File: config.mk
export PLATFORM = sky130hd
export DESIGN_NAME = sdram_special_cmd
export DESIGN_NICKNAME = d
export VERILOG_FILES = /design/src/shared/sdram_cmd_pkg.sv /design/src/verilog/sdram_special_cmd.sv
export VERILOG_INCLUDE_DIRS = /design/src /design/src/shared
export SDC_FILE = /design/constraint.sdc
export NUM_CORES = 1
export LEC_CHECK = 0
export BUFFER_PORTS_ARGS = -buffer_cell sky130_fd_sc_hd__buf_2
export CORE_ASPECT_RATIO = 1.1
export CORE_MARGIN = 2
export CORE_UTILIZATION = 25
export CTS_BUF_LIST = sky130_fd_sc_hd__clkbuf_16
export CTS_CLUSTER_SIZE = 25
export DETAILED_ROUTE_END_ITERATION = 10
export PLACE_DENSITY = 0.51
export SYNTH_ARGS = -nofsm -noshare
export SYNTH_HDL_FRONTEND = slang
export SYNTH_SLANG_ARGS = --single-unit
File: constraint.sdc
create_clock -name ref_clk -period 4.7 [get_ports ref_clk]
set_clock_uncertainty 0.2 [all_clocks]
set_input_delay 0.47 -clock ref_clk [delete_from_list [all_inputs] [get_ports ref_clk]]
set_output_delay 0.47 -clock ref_clk [all_outputs]
set_load 0.01 [all_outputs]
File: src/shared/sdram_cmd_consts.svh
// constants of the special command modes block
// assumes single data rate memory with a 4-bit command word {cs,ras,cas,we}
`ifndef SDRAM_CMD_CONSTS_SVH
`define SDRAM_CMD_CONSTS_SVH
`define CMD_DESEL 4'h8
`define CMD_NOP 4'h7
`define CMD_ACT 4'h3
`define CMD_RD 4'h5
`define CMD_WR 4'h4
`define CMD_PRE 4'h2
`define CMD_REF 4'h1
`define CMD_MRS 4'h0
`define MODE_NORMAL 3'h0
`define MODE_PRE 3'h1
`define MODE_REF 3'h2
`define MODE_MRS 3'h3
`define MODE_LOAD_DEF 3'h4
`define MODE_PROG_DEF 3'h5
`define AP_BIT 10
`define OP_PROG 8'h40
`define OP_STAT 8'h70
`define OP_W 8
`define TRC_BASE 5'h02
`define STAT_W 8
`endif

File: src/shared/sdram_cmd_pkg.sv
// types of the special command modes block
// assumes the constants header is compiled alongside
package sdram_cmd_pkg;
  // gray along idle-act-rcd-rw-cl-done
  typedef enum logic [2:0] {
    ST_IDLE = 3'h0,
    ST_ACT = 3'h1,
    ST_RCD = 3'h3,
    ST_RW = 3'h2,
    ST_CL = 3'h6,
    ST_DONE = 3'h7,
    ST_WRC = 3'h4
  } state_e;
endpackage

File: src/verilog/sdram_special_cmd.sv
// memory command sequencer for normal and special command modes
// assumes one-cycle request pulses taken only while idle, ack pulse ends each
`timescale 1ns/100ps
`include "sdram_cmd_consts.svh"
module sdram_special_cmd #(
  parameter int RCD_CLKS = 2,
  parameter logic [2:0] MODE_LOAD = `MODE_LOAD_DEF,
  parameter logic [2:0] MODE_PROG = `MODE_PROG_DEF
) (
  input wire logic ref_clk,
  input wire logic rst,
  input wire logic [2:0] operating_mode_select,
  input wire logic [3:0] refresh_cycle_timer_field,
  input wire logic [1:0] cas_latency,
  input wire logic req_valid,
  input wire logic req_write,
  input wire logic [1:0] req_bank,
  input wire logic [12:0] req_row,
  input wire logic [10:0] req_col,
  input wire logic [31:0] req_wdata,
  output logic req_ack,
  output logic [31:0] rd_data,
  output logic busy,
  output logic sd_cs_n,
  output logic sd_ras_n,
  output logic sd_cas_n,
  output logic sd_we_n,
  output logic [1:0] sd_ba,
  output logic [12:0] sd_a,
  input wire logic [31:0] sd_dq_i,
  output logic [31:0] sd_dq_o,
  output logic sd_dq_oe
);

  sdram_cmd_pkg::state_e state_r;
  logic [3:0] cmd_r;
  logic [1:0] ba_r;
  logic [12:0] a_r;
  logic [31:0] dq_r;
  logic oe_r;
  logic ack_r;
  logic [31:0] rdat_r;
  logic open_r;
  logic [4:0] trc_r;
  logic [3:0] cnt_r;
  logic wr_r;
  logic fl_r;
  logic [1:0] bank_r;
  logic [12:0] row_r;
  logic [10:0] col_r;
  logic [31:0] wd_r;
  logic take;
  logic [2:0] md;
  logic busy_r;

  assign take = req_valid && (state_r == sdram_cmd_pkg::ST_IDLE);
  assign md = operating_mode_select;
  assign sd_cs_n = cmd_r[3];
  assign sd_ras_n = cmd_r[2];
  assign sd_cas_n = cmd_r[1];
  assign sd_we_n = cmd_r[0];
  assign sd_ba = ba_r;
  assign sd_a = a_r;
  assign sd_dq_o = dq_r;
  assign sd_dq_oe = oe_r;
  assign req_ack = ack_r;
  assign rd_data = rdat_r;
  // kept as a flop that tracks state_r != idle, so the port has no logic behind it
  assign busy = busy_r;

  ////////////////////////////////////////////////////////////////////
  // request capture

  always_ff @(posedge ref_clk or posedge rst) begin
    if (rst) begin
      wr_r <= 1'b0;
      fl_r <= 1'b0;
      bank_r <= 2'h0;
      row_r <= 13'h0000;
      col_r <= 11'h000;
      wd_r <= 32'h00000000;
    end else if (take) begin
      wr_r <= req_write;
      fl_r <= (md == MODE_PROG);
      bank_r <= req_bank;
      row_r <= req_row;
      col_r <= req_col;
      wd_r <= req_wdata;
    end
  end

  ////////////////////////////////////////////////////////////////////
  // sequencer

  always_ff @(posedge ref_clk or posedge rst) begin
    if (rst) begin
      state_r <= sdram_cmd_pkg::ST_IDLE;
      cmd_r <= `CMD_DESEL;
      ba_r <= 2'h0;
      a_r <= 13'h0000;
      dq_r <= 32'h00000000;
      oe_r <= 1'b0;
      ack_r <= 1'b0;
      cnt_r <= 4'h0;
      busy_r <= 1'b0;
    end else begin
      cmd_r <= `CMD_NOP;
      ack_r <= 1'b0;
      oe_r <= 1'b0;
      unique case (state_r)
        sdram_cmd_pkg::ST_IDLE: begin
          if (take) begin
            busy_r <= 1'b1;
            ba_r <= req_bank;
            a_r <= req_row;
            unique case (md)
              `MODE_PRE: begin
                cmd_r <= `CMD_PRE; // A10 taken from row bit
                ack_r <= 1'b1;
                state_r <= sdram_cmd_pkg::ST_DONE;
              end
              `MODE_REF: begin
                ba_r <= 2'h0; // lower lines ignored
                a_r <= 13'h0000;
                if (open_r) begin
                  cmd_r <= `CMD_PRE;
                  a_r[`AP_BIT] <= 1'b1;
                  state_r <= sdram_cmd_pkg::ST_WRC;
                end else if (trc_r == 5'h00) begin
                  cmd_r <= `CMD_REF; // data never driven
                  ack_r <= 1'b1;
                  state_r <= sdram_cmd_pkg::ST_DONE;
                end else begin
                  state_r <= sdram_cmd_pkg::ST_WRC;
                end
              end
              `MODE_MRS: begin
                cmd_r <= `CMD_MRS; // value on row and bank
                ack_r <= 1'b1;
                state_r <= sdram_cmd_pkg::ST_DONE;
              end
              MODE_LOAD: begin
                cmd_r <= `CMD_REF; // same encoding as refresh
                ack_r <= 1'b1;
                state_r <= sdram_cmd_pkg::ST_DONE;
              end
              MODE_PROG: begin
                cmd_r <= `CMD_REF; // load command opens triplet
                a_r[`OP_W-1:0] <= req_write ? `OP_PROG : `OP_STAT;
                state_r <= sdram_cmd_pkg::ST_ACT;
              end
              default: begin
                // normal access: rows left open, so close them first
                if (open_r) begin
                  cmd_r <= `CMD_PRE;
                  a_r[`AP_BIT] <= 1'b1;
                  state_r <= sdram_cmd_pkg::ST_ACT;
                end else begin
                  cmd_r <= `CMD_ACT;
                  cnt_r <= 4'(RCD_CLKS);
                  state_r <= sdram_cmd_pkg::ST_RCD;
                end
              end
            endcase
          end
        end
        sdram_cmd_pkg::ST_WRC: begin
          if (trc_r == 5'h00) begin
            cmd_r <= `CMD_REF;
            ba_r <= 2'h0;
            a_r <= 13'h0000;
            ack_r <= 1'b1;
            state_r <= sdram_cmd_pkg::ST_DONE;
          end
        end
        sdram_cmd_pkg::ST_ACT: begin
          cmd_r <= `CMD_ACT; // bank reused from load
          ba_r <= bank_r;
          a_r <= row_r;
          cnt_r <= 4'(RCD_CLKS);
          state_r <= sdram_cmd_pkg::ST_RCD;
        end
        sdram_cmd_pkg::ST_RCD: begin
          if (cnt_r == 4'h1) begin
            cmd_r <= wr_r ? `CMD_WR : `CMD_RD;
            ba_r <= bank_r;
            a_r <= {2'h0, col_r};
            a_r[`AP_BIT] <= 1'b0;
            dq_r <= wd_r; // data with the write command
            oe_r <= wr_r;
            state_r <= sdram_cmd_pkg::ST_RW;
          end else begin
            cnt_r <= cnt_r - 4'h1;
          end
        end
        sdram_cmd_pkg::ST_RW: begin
          if (wr_r) begin
            ack_r <= 1'b1;
            state_r <= sdram_cmd_pkg::ST_DONE;
          end else begin
            cnt_r <= {2'h0, cas_latency};
            state_r <= sdram_cmd_pkg::ST_CL;
          end
        end
        sdram_cmd_pkg::ST_CL: begin
          if (cnt_r <= 4'h1) begin
            ack_r <= 1'b1;
            state_r <= sdram_cmd_pkg::ST_DONE;
          end else begin
            cnt_r <= cnt_r - 4'h1;
          end
        end
        sdram_cmd_pkg::ST_DONE: begin
          state_r <= sdram_cmd_pkg::ST_IDLE;
          busy_r <= 1'b0;
        end
        default: begin
          state_r <= sdram_cmd_pkg::ST_IDLE;
          busy_r <= 1'b0;
        end
      endcase
    end
  end

  ////////////////////////////////////////////////////////////////////
  // read data, status masked to the low byte

  always_ff @(posedge ref_clk or posedge rst) begin
    if (rst) begin
      rdat_r <= 32'h00000000;
    end else if (state_r == sdram_cmd_pkg::ST_CL && cnt_r <= 4'h1) begin
      rdat_r <= fl_r ? {24'h000000, sd_dq_i[`STAT_W-1:0]} : sd_dq_i;
    end
  end

  ////////////////////////////////////////////////////////////////////
  // open-row tracking and refresh spacing

  always_ff @(posedge ref_clk or posedge rst) begin
    if (rst) begin
      open_r <= 1'b0;
    end else if (cmd_r == `CMD_ACT) begin
      open_r <= 1'b1;
    end else if (cmd_r == `CMD_PRE && a_r[`AP_BIT]) begin
      open_r <= 1'b0;
    end
  end

  // the load command, alone or opening a triplet, shares the refresh code;
  // it is timed too, a harmless extra wait
  always_ff @(posedge ref_clk or posedge rst) begin
    if (rst) begin
      trc_r <= 5'h00;
    end else if (cmd_r == `CMD_REF) begin
      trc_r <= {1'b0, refresh_cycle_timer_field} + `TRC_BASE;
    end else if (trc_r != 5'h00) begin
      trc_r <= trc_r - 5'h01;
    end
  end

  logic single_m;
  assign single_m = (md == `MODE_PRE) || (md == `MODE_MRS) || (md == MODE_LOAD);

  // marks a refresh that the sequencer issues; a load command shares the code
  // but may follow a refresh at once, so it must not count here
  logic ref_cmd_r;
  always_ff @(posedge ref_clk or posedge rst) begin
    if (rst) begin
      ref_cmd_r <= 1'b0;
    end else begin
      ref_cmd_r <= (take && md == `MODE_REF && !open_r && trc_r == 5'h00) ||
                   (state_r == sdram_cmd_pkg::ST_WRC && trc_r == 5'h00);
    end
  end
endmodule
Word-level counts from Yosys, hierarchy flattened
Index checks and enable logic that the tools add are counted.
{"block": "totals", "register_bits": 158, "in_bits": 103, "output_inout_bits": 86, "word_cells": 123}
{"block": "op_classes", "n_addsub": 3, "n_lt_le_gt_ge": 1, "n_eq_ne": 23, "muxes": 57, "bitwise_logic": 1, "reduce_logical": 20}
{"op": "$pmux W13 S4", "count": 1}
{"op": "$mux W13", "count": 3}
{"op": "$mux W32", "count": 1}
{"op": "$mux W3", "count": 8}
{"op": "$mux W4", "count": 6}
{"op": "$pmux W3 S4", "count": 2}
{"op": "$pmux W4 S5", "count": 1}
{"op": "$mux W2", "count": 9}
{"op": "$ne A2 B2 Y1 const B", "count": 9}
{"op": "$pmux W3 S6", "count": 1}
{"op": "$pmux W8 S2", "count": 1}
{"op": "$mux W1", "count": 15}
{"op": "$eq A3 B2 Y1 const B", "count": 4}
{"op": "$eq A3 B3 Y1 const B", "count": 4}
{"op": "$mux W5", "count": 2}
{"op": "$reduce_bool A5 Y1", "count": 2}
{"op": "$reduce_or A5 Y1", "count": 2}
{"op": "$pmux W3 S3", "count": 1}
{"op": "$eq A4 B1 Y1 const B", "count": 2}
{"op": "$eq A4 B2 Y1 const B", "count": 2}
{"op": "$pmux W2 S4", "count": 1}
{"op": "$reduce_and A4 Y1", "count": 2}
{"op": "$reduce_and A7 Y1", "count": 1}
{"op": "$eq A3 B1 Y1 const B", "count": 2}
{"op": "other kinds (17)", "count": 23}

Logic depth before layout (Yosys ltp)
Gate-level depths: netlist (run 1).
{"block": "depth", "ltp_word": 6, "depth_mapped": 7, "ltp_nobuf": 6}

Worst setup path before layout (run 1)
No wires, ideal clock.
{"block": "synth_path", "path_kind": "reg2reg", "startpoint": "register cnt_r[1]", "endpoint": "register dq_r[2], in the netlist sd_dq_o[2]", "setup_ns": 0.125, "t_arrival_ns": 1.744, "t_required_ns": 4.375, "path_slack_ns": 2.631, "stages_incl_launch_ff": 8, "path_buffers": 1, "period_less_slack_ns": 2.069, "cell_sequence": "dfrtp_1 -> inv_1 -> ha_1 -> nor3b_2 -> nand3_1 -> nor2_2 -> buf_4 -> mux2_2"}
{"block": "synth_via", "elab_chain_len": 2}
{"item": "start: declaration", "line_no": "sdram_special_cmd.sv:45", "rtl": "logic [3:0] cnt_r;"}
{"item": "start signal: assignment", "line_no": "sdram_special_cmd.sv:160", "rtl": "cnt_r <= 4'(RCD_CLKS);"}
{"item": "start signal: assignment", "line_no": "sdram_special_cmd.sv:180", "rtl": "cnt_r <= 4'(RCD_CLKS);"}
{"item": "start signal: assignment", "line_no": "sdram_special_cmd.sv:193", "rtl": "cnt_r <= cnt_r - 4'h1;"}
{"item": "$eq A4 B1 Y1", "line_no": "sdram_special_cmd.sv:184", "rtl": "if (cnt_r == 4'h1) begin"}
{"item": "$reduce_and A2 Y1 (no source line)"}
{"item": "end signal: assignment", "line_no": "sdram_special_cmd.sv:189", "rtl": "dq_r <= wd_r;"}
{"item": "end: declaration", "line_no": "sdram_special_cmd.sv:39", "rtl": "logic [31:0] dq_r;"}
No other way between the ends.
A chain may end at the register's enable or synchronous reset.

Worst setup path in the final report (run 1)
{"block": "layout_path", "startpoint": "register state_r[2]", "endpoint": "register a_r[5], in the netlist sd_a[5]"}
{"block": "layout_via", "elab_chain_len": 4, "word_cells_on_any_way": 11, "cone_classes": "6 x eq/ne; 1 x mux; 4 x reduce/logical"}
{"item": "start: declaration", "line_no": "sdram_special_cmd.sv:35", "rtl": "sdram_cmd_pkg::state_e state_r;"}
{"item": "start signal: assignment", "line_no": "sdram_special_cmd.sv:97", "rtl": "state_r <= sdram_cmd_pkg::ST_IDLE;"}
{"item": "start signal: assignment", "line_no": "sdram_special_cmd.sv:120", "rtl": "state_r <= sdram_cmd_pkg::ST_DONE;"}
{"item": "start signal: assignment", "line_no": "sdram_special_cmd.sv:128", "rtl": "state_r <= sdram_cmd_pkg::ST_WRC;"}
{"item": "$logic_not A3 Y1", "line_no": "sdram_special_cmd.sv:56, sdram_special_cmd.sv:110"}
{"item": "$logic_and A1 B1 Y1", "line_no": "sdram_special_cmd.sv:56", "rtl": "assign take = req_valid && (state_r == sdram_cmd_pkg::ST_IDLE);"}
{"item": "$ne A2 B2 Y1 (no source line)"}
{"item": "$reduce_and A4 Y1 (no source line)"}
{"item": "end signal: assignment", "line_no": "sdram_special_cmd.sv:115", "rtl": "a_r <= req_row;"}
{"item": "end signal: indexed assignment", "line_no": "sdram_special_cmd.sv:149", "rtl": "a_r[`OP_W-1:0] <= req_write ? `OP_PROG : `OP_STAT;"}
{"item": "end signal: assignment", "line_no": "sdram_special_cmd.sv:179", "rtl": "a_r <= row_r;"}
{"item": "end: declaration", "line_no": "sdram_special_cmd.sv:38", "rtl": "logic [12:0] a_r;"}
Several ways; a longest one is shown, not always the timed one.

==> results of run 1 <==
-- kinds of logic (layout without fill, tap and decap cells) --
family                     Yosys count  after routing
DFF                                158            158
AOI/OAI and AO/OA                   70             70
adders and majority gates            5              5
muxes                              150            150
other                                1              2
buffers and inverters               42            238
xor gates and xnor gates             5              5
and+or+nand+nor                     95             95
-- how the worst max path moves through the flow --
stage,start,to,slack (ns),depth (start not counted)
after floorplan,rst,bank_r[0]$_DFFE_PP0P_,2.03,1
after global placement,state_r[2]$_DFFE_PP0P_,sd_a[2]$_DFFE_PP0P_,1.68,5
after detailed placement,state_r[2]$_DFFE_PP0P_,sd_a[5]$_DFFE_PP0P_,1.66,5
after CTS,state_r[2]$_DFFE_PP0P_,sd_a[5]$_DFFE_PP0P_,1.62,5
after global routing,state_r[2]$_DFFE_PP0P_,sd_a[7]$_DFFE_PP0P_,1.51,5
final,state_r[2]$_DFFE_PP0P_,sd_a[5]$_DFFE_PP0P_,1.73,5
-- flip-flops by register name, indices dropped and copies added (netlist names) --
register,flops
bank_r,2
busy,1
cmd_r,4
cnt_r,4
col_r,10
fl_r,1
open_r,1
rd_data,32
req_ack,1
row_r,13
sd_a,13
sd_ba,2
sd_dq_o,32
sd_dq_oe,1
state_r,3
trc_r,5
wd_r,32
wr_r,1
-- cell type report --
type | count | share of cell area (%)
sequential | 158 | 43.5
multi-input combinational | 326 | 33.0
timing repair buffer | 195 | 11.3
tap | 368 | 5.07
clock buffer | 17 | 4.68
clock inverter | 15 | 1.94
inverter | 11 | 0.496
antenna | 1 | 0.0275
-- routing by layer --
layer | part of all wire, % | wire, um | track usage, % | vias to the layer above
met3 | 7.1 | 1240 | 4.62 | 14
li1 | - | - | - | 2276
met5 | 0.074 | 13 | 0 | -
met1 | 43 | 7490 | 14.8 | 2456
met4 | 0.99 | 173 | 3.55 | 2
met2 | 49 | 8590 | 20.1 | 135
-- Yosys cell counts, drive strengths merged (5+ instances only) --
| master | n |
|---|---|
| a21oi | 7 |
| buf | 27 |
| dfrtp | 157 |
| ha | 5 |
| inv | 11 |
| mux2 | 137 |
| mux2i | 13 |
| nand2 | 16 |
| nand2b | 8 |
| nand3 | 6 |
| nor2 | 11 |
| nor2b | 28 |
| nor3 | 5 |
| o21ai | 10 |
| o2bb2ai | 11 |
| o31ai | 5 |
-- power by group through the flow --
stage	Sequential (mW)	Combinational [mW]	Clock, mW
2_1_floorplan	2.39	1.53	0
3_3_place_gp	2.42	2.16	0
3_5_place_dp	2.44	2.19	0
4_1_cts	2.42	2.19	1.50
5_1_grt	2.51	2.36	1.56
6_report	2.40	2.14	1.45
-- metrics by stage --
step | instances | cell area [um2] | setup WS (ns) | total power, mW | hold slack, ns
6_report | 1091 | 9090 | 1.73 | 5.99 | 0.0391
5_1_grt | 1090 | 9080 | 1.51 | 6.44 | 0.0222
4_1_cts | 1090 | 9080 | 1.62 | 6.11 | 0.0102
3_5_place_dp | 1057 | 8470 | 1.66 | 4.62 | 0.268
3_3_place_gp | 1057 | 8470 | 1.68 | 4.58 | 0.263
2_1_floorplan | 526 | 7200 | 2.03 | 3.92 | 0.254
-- layout by cell type (no fill, tap or decap), types with 3 or more instances in the layout --
cell          n
nor3_1        4
buf_4         5
o2111ai_1     4
or3_1         3
o22ai_1       3
buf_2       187
inv_1         9
nor3b_2       3
ha_1          5
o21ai_0      10
nor2b_1      27
clkbuf_16    17
o2bb2ai_1    11
o31ai_1       5
nand2b_1      8
mux2_1       32
dfrtp_1     157
nand2_1      15
a22o_1        4
mux2i_1      13
inv_6         7
xnor2_1       3
nor2_1        9
a32o_1        4
a21oi_1       7
mux2_2      104
clkinvlp_4    3
nand3_1       5
-- worst max-delay path, cell delays in order, from the launching register on --
cell	delay, ns
dfrtp_1	0.64
buf_4	0.32
nor2b_1	0.68
nand2_1	0.19
nand3_2	0.42
mux2_2	0.39
==> results.ini, run 1 <==
[run_status]
outcome = completed

[final_layout]
multi_input_area_mm2 = 0.00300
fillers = 2932
regArea_mm2 = 0.00396
drive_gt1_share_pct = 49.0
nets = 817
syn_to_final_growth_pct = 26.3
final_util_pct = 31.8

[power_and_ir_drop]
clock_power_share_pct = 24.1
power.internal_mw = 3.89
powerDensity_mw_per_mm2 = 659
p_leak_nw = 4.26
peakVddDrop_mv = 0.198
p_sw_share_pct = 35.1
p_switching_mw = 2.10
pwr-share-comb_pct = 35.8
p_seq_share_pct = 40.1

[logic_synthesis]
synth_area_mm2 = 0.00720
synth.area.mux_share_pct = 23.3
synth_flop_cell = dfrtp_1
yosysTopAreaCellShare_pct = 54.6
ys_types = 68
synth_xor_area_share_pct = 0.609
synth_nets = 634
yosys.area_share.adder_pct = 0.869
avgSynthCellArea_um2 = 13.7
syn_inst = 526
synth_compound_area_share_pct = 8.09
yosys.area_share.simple_pct = 8.68
synth-seq-cells = 158
postSynth.asyncResetShare_pct = 100
yosys-top-cells-area = dfrtp_1, mux2_2, mux2_1
synth_area_leader_cell = dfrtp_1
synth_edf_count = 0
synth_top_family_by_area = multiplexers
yosysWarningCount = 0
yosysSeqAreaShare_pct = 55.0

[timing]
finalSetupViolCount = 0
slew_viol_final = 0
min_period_ns = 2.97
finalHoldViolCount = 0
rsz0062_at_grt = no
fin_tns_setup_ns = 0
maxSlewHeadroom_pct = 40.8
min_period_over_period_pct = 63.2
tightest_slew_ns = 0.888
clock.fmax_mhz = 337

[critical_path]
crit_fanout = 16
arrival_ns = 3.08
r2r_slack_ns = 1.73
worstPathRequired_ns = 4.81
regToRegEndpoint = sd_a[5]$_DFFE_PP0P_
worstSetupPathType = reg -> reg
end_kind = flip-flop
r2r_cells = 5
worstReg2RegStart = state_r[2]$_DFFE_PP0P_
startpoint_type = flip-flop

[floorplan]
start_util_pct = 25.2
io_pins = 189
die_w_um = 166
core-area_mm2 = 0.0285
die-height_um = 182
rows = 65
dieArea_mm2 = 0.0302

[clock_tree]
clock-root-buffer = clkbuf_16
clockBufferDepth = 2
post_cts_buffers = 0
cts_hold_buffers = 1
cts_sinks = 158
cts_resized = 0
htree_levels = 4
cts_buffers = 17
path_clk_slew_ns = 0.07
clk_latency_ns = 0.43
cts_tree = done

[hold_path]
min_to = trc_r[1]$_DFFE_PP0P_
hp-class = in -> reg
holdPathStages = 2
holdCritStartpoint = refresh_cycle_timer_field[1]

[run]
max_cap_viol_count = 0

[drt]
drc_errors = 0
drtIter0Drc = 114
drt_wl_total_mm = 17.5
viasPerCell = 4.48
ant_nets = 0
drtPass1Iterations = 4
via_count = 4883
wl_per_cell_um = 16.0

[global_route]
grt_pass1_vias = 5220
overflow = 0
grt_antenna_before_repair = 2
grt_pass1_wl_mm = 28.9
grt_usage_pct = 12.2
grt_max_degree = 96

[placement]
io_buffers = 187
dp_hpwl_mm = 12.0
gp_congestion = 0.746

(Power assumes the default switching activity.)
==> run 2: changes to the inputs <==
- PLACE_DENSITY: 0.51 -> 0.5
- clock period: 4.7 -> 3 ns (I/O delays scaled with it)
==> run 2 against run 1 <==
  * First-iteration DRC count grew 82%
  * Flip-flop and latch count is the same
  * Register-to-register slack got worse by 1.1 ns
  * Power increased by 59%
  * Critical path depth unchanged
  * Die area stayed put
  * Non-clock buffer count increased by 90
  * Setup slack got worse by 1.1 ns
  * Design area grew 10%
  * Critical path type unchanged
  * Largest power group unchanged
==> results.ini, run 2 (synthesis results as in run 1) <==
[run_status]
outcome = completed

[floorplan]
rows = 65
start_util_pct = 25.2
die-height_um = 182
core-area_mm2 = 0.0285
dieArea_mm2 = 0.0302
io_pins = 189
die_w_um = 166

[drt]
drt_wl_total_mm = 18.2
top_layer = met4
drtIter0Drc = 207
wl_per_cell_um = 15.4
viasPerCell = 4.40
drtPass1Iterations = 4
via_count = 5197
met2_length_mm = 9.25
ant_nets = 0
drc_errors = 0
met3_length_um = 803
wl_met1_mm = 7.88

[critical_path]
cpPeakStageDelay_ns = 0.61
end_kind = flip-flop
cp_cell_sequence = nor2_1, nand2_1, nor2_4, buf_12, mux2_2
arrival_ns = 2.45
worstSetupPathType = reg -> reg
critical-path-slowest-cell = dfrtp_1
crit_fanout = 62
worstPathRequired_ns = 3.10
startpoint_type = flip-flop

[clock_tree]
cts_sinks = 158
clock-root-buffer = clkbuf_16
path_clk_slew_ns = 0.07
cts_buffers = 17
clk_latency_ns = 0.43
post_cts_buffers = 0
clockBufferDepth = 2
cts_tree = done
cts_resized = 0
cts_hold_buffers = 85
htree_levels = 4

[final_layout]
most-common-layout-cells = buf_2, dfrtp_1, mux2_2
nets = 907
syn_to_final_growth_pct = 38.9
final_util_pct = 35.0
stdcell_count = 1180
final_common_cell = buf_2
final_area_mm2 = 0.00999
diodes = 0
drive_gt1_share_pct = 44.3

[timing]
fin_tns_setup_ns = 0
fin_ws_ns = 0.659
rsz0062_at_grt = no
min_period_over_period_pct = 78.0
min_period_ns = 2.34
whs_ns = 0.0267
tightest_slew_ns = 0.894
finalSetupViolCount = 0
clock.fmax_mhz = 427
slew_viol_final = 0
maxSlewHeadroom_pct = 40.4
finalHoldViolCount = 0

[global_route]
grt_pass1_vias = 5436
grt_antenna_before_repair = 0
overflow = 0
grt_pass1_wl_mm = 29.4
grt_max_degree = 69
grt_usage_pct = 12.3

[power_and_ir_drop]
powerDensity_mw_per_mm2 = 951
peakVddDrop_mv = 0.359
p_leak_nw = 4.65
total_power_mw = 9.51

[run]
max_cap_viol_count = 0

[hold_path]
hp-class = in -> reg

[placement]
dp.cells = 1063
dp_hpwl_mm = 12.1
io_buffers = 187
gp_congestion = 0.729
dpl-instance-area_mm2 = 0.00854
place_ws_ns = 0.653

[run 2: cell count changes in the layout (fill, tap and decap cells not counted)]
cell / before / now
dlygate4sd3_1: 1 / 85
inv_8: 2 / 3
diode_2: 1 / 0
buf_12: 2 / 4
clkinv_2: 0 / 1
buf_4: 5 / 9
inv_6: 7 / 5
clkinvlp_4: 3 / 2
clkinv_4: 2 / 3
[run 2: metal layers]
layer  track usage [%]  vias to the layer above
li1                  -                     2465
met1              14.9                     2622
met2              21.3                      101
met3              3.51                        9
met5                 0                        -
met4              3.83                        0
[run 2: worst paths after layout]
| kind | depth (start not counted) | end | slack (ns) | start |
|---|---|---|---|---|
| min in group asynchronous | 3 | wd_r[29]$_DFFE_PP0P_ | 0.29 | rst |
| setup reg to reg | 5 | col_r[2]$_DFFE_PP0P_ | 0.66 | state_r[1]$_DFFE_PP0P_ |
| setup / recovery | 5 | col_r[2]$_DFFE_PP0P_ | 0.66 | state_r[1]$_DFFE_PP0P_ |
| hold reg to reg | 1 | sd_dq_o[5]$_DFFE_PP0P_ | 0.28 | wd_r[5]$_DFFE_PP0P_ |
| max in group asynchronous | 4 | cmd_r[3]$_DFF_PP1_ | 1.50 | rst |
| hold / removal | 3 | rd_data[29]$_DFFE_PP0P_ | 0.03 | sd_dq_i[29] |
[run 2: power by group]
group          internal, mW  switching [mW]
registers              3.09           0.634
logic                  1.86            1.68
clock network          1.26           0.990
total                  6.21            3.30
[run 2: cell type report]
type | count | area (um2)
Multi-Input combinational cell | 326 | 3000
Timing Repair Buffer | 285 | 1930
Tap cell | 368 | 460
Clock inverter | 15 | 176
Fill cell | 2817 | 18600
Inverter | 11 | 45.0
Sequential cell | 158 | 3960
Clock buffer | 17 | 425
[run 2: critical path, delay by kind of cell (launching register included)]
kind,cells,cell delay [ns]
flops,1,0.61
buf+inv,1,0.31
mux,1,0.39
simple gates,3,0.62
==> run 3: changes to the inputs <==
- ABC_AREA: not set -> 1
- clock period: 3 -> 2.3 ns (I/O delays scaled with it)
==> run 3 against run 2 <==
  * Wire length rose by 4.4%
  * Synthesized area fell by 4.7%
  * Worst hold slack improved by 0.016 ns
  * Register-to-register slack got worse by 0.44 ns
  * Die area fell by 4.6%
  * Flip-flop and latch count did not move
  * Highest routed layer unchanged
==> results.ini, run 3 <==
[floorplan]
core-area_mm2 = 0.0270
die-height_um = 178
io_pins = 189
rows = 63
die_w_um = 162
dieArea_mm2 = 0.0288
start_util_pct = 25.4

[hold_path]
hp-class = in -> reg
holdCritStartpoint = req_valid

[clock_tree]
cts_hold_buffers = 98
clock-root-buffer = clkbuf_16
clk_latency_ns = 0.42
path_clk_slew_ns = 0.07
cts_buffers = 17
cts_tree = done
cts_resized = 0
post_cts_buffers = 0
cts_sinks = 158
htree_levels = 4
clockBufferDepth = 2

[critical_path]
worstPathRequired_ns = 2.44
crit_end = trc_r[4]$_DFFE_PP0P_
r2r_slack_ns = 0.22
r2r_cells = 6
arrival_ns = 2.22
setup.worst_path.start = cmd_r[2]$_DFF_PP0_
regToRegEndpoint = trc_r[4]$_DFFE_PP0P_
startpoint_type = flip-flop
end_kind = flip-flop
crit_fanout = 7
worstReg2RegStart = cmd_r[2]$_DFF_PP0_
worstSetupPathType = reg -> reg

[drt]
drtPass1Iterations = 4
wl_per_cell_um = 12.8
drc_errors = 0
ant_nets = 0
via_count = 6157
drt_wl_total_mm = 19.0
drtIter0Drc = 339
viasPerCell = 4.14

[timing]
finalHoldViolCount = 0
finalSetupViolCount = 0
tightest_slew_ns = 0.586
slew_viol_final = 0
whs_ns = 0.0424
fin_tns_setup_ns = 0
rsz0062_at_grt = no
min_period_over_period_pct = 90.4
min_period_ns = 2.08
clock.fmax_mhz = 481
maxSlewHeadroom_pct = 60.8

[final_layout]
drive_gt1_share_pct = 22.1
final_area_mm2 = 0.00979
nets = 1224
fillers = 2851
syn_to_final_growth_pct = 42.9
most-common-layout-cells = nand2_1, buf_2, dfrtp_1
stdcell_count = 1486
diodes = 0
final_common_cell = nand2_1

[power_and_ir_drop]
p_switching_mw = 4.78
clock_power_share_pct = 22.6
power.internal_mw = 7.34
pwr-share-comb_pct = 38.9
p_sw_share_pct = 39.4
p_seq_share_pct = 38.4
powerDensity_mw_per_mm2 = 1240
p_leak_nw = 5.18
peakVddDrop_mv = 0.456

[logic_synthesis]
avgSynthCellArea_um2 = 8.29
yosys-top-cells-area = dfrtp_1, nand2_1, o21ai_0
ys_types = 32
synth_commonest_cells = nand2_1, dfrtp_1, o21ai_0
synth_nets = 935
synth_edf_count = 0
yosysTopAreaCellShare_pct = 57.3
synth_area_mm2 = 0.00686
synth_flop_cell = dfrtp_1
postSynth.asyncResetShare_pct = 100
yosysSeqAreaShare_pct = 57.7
synth-seq-cells = 158
yosysWarningCount = 0
yosysMostFrequentCell = nand2_1
synth_area_leader_cell = dfrtp_1
syn_inst = 827

[global_route]
grt_pass1_vias = 6143
grt_usage_pct = 13.6
grt_antenna_before_repair = 0
grt_pass1_wl_mm = 31.2
overflow = 0
grt_max_degree = 74

[placement]
dp_hpwl_mm = 12.8
gp_congestion = 0.815
io_buffers = 187
dpl-instance-area_mm2 = 0.00825
dp.cells = 1356

[run_status]
outcome = completed

[run]
max_cap_viol_count = 0

[run 3: how the worst min path moves through the flow]
stage | endpoint | slack [ns] | cells after the start
final | cmd_r[0]$_DFF_PP0_ | 0.04 | 4
after global placement | rd_data[27]$_DFFE_PP0P_ | 0.20 | 3
after global routing | cmd_r[0]$_DFF_PP0_ | 0.07 | 4
after floorplan | bank_r[0]$_DFFE_PP0P_ | 0.15 | 2
after detailed placement | rd_data[27]$_DFFE_PP0P_ | 0.19 | 3
after CTS | cmd_r[0]$_DFF_PP0_ | 0.02 | 4
[run 3: power groups by stage]
stage	logic (mW)	clock network (mW)	registers (mW)
6_report	4.72	2.75	4.66
3_5_place_dp	4.69	0	4.70
3_3_place_gp	4.64	0	4.67
5_1_grt	5.50	2.96	4.82
4_1_cts	4.85	2.86	4.66
2_1_floorplan	2.81	0	4.91
[run 3: through the flow]
step | utilization (%) | setup WS (ns) | power (mW)
finish | 36.3 | 0.222 | 12.1
global route | 36.3 | 0.0231 | 13.3
CTS | 36.3 | 0.225 | 12.4
detailed placement | 30.6 | 0.335 | 9.39
global placement | 30.6 | 0.346 | 9.32
floorplan | - | -0.130 | 7.72
[run 3: kinds of logic after synthesis]
group | share of synthesized area, %
AND/OR/NAND/NOR | 24.2
flip-flops | 57.7
AO/OA/AOI/OAI | 9.91
buffers and inverters | 6.86
adder cells (fa/ha/maj) | 0.913
XOR/XNOR | 0.383
other | 0.0547
[run 3: worst max-delay path, stage by stage (launching register included)]
cell and delay (ns):
dfrtp_1 0.38, nor2_1 0.17, nand3_1 0.23, inv_1 0.20, nand4_1 0.10, dlygate4sd3_1 0.56, a21boi_0 0.16
[run 3: layer usage]
metal	wire, um	share of wire [%]	global-route usage [%]
met1	8870	47	17.8
met2	9220	49	22.8
met4	133	0.70	4.50
met5	0	0	0
met3	737	3.9	2.31
[run 3: area by class of cell]
cell class | instances | area, um2 | share of cell area (%)
repair buffers | 299 | 2080 | 21.3
clock buffers | 17 | 425 | 4.34
flip-flops and latches | 158 | 3960 | 40.4
inverters | 82 | 314 | 3.21
clock inverters | 15 | 135 | 1.38
multi-input cells | 558 | 2430 | 24.8
well taps | 357 | 447 | 4.56
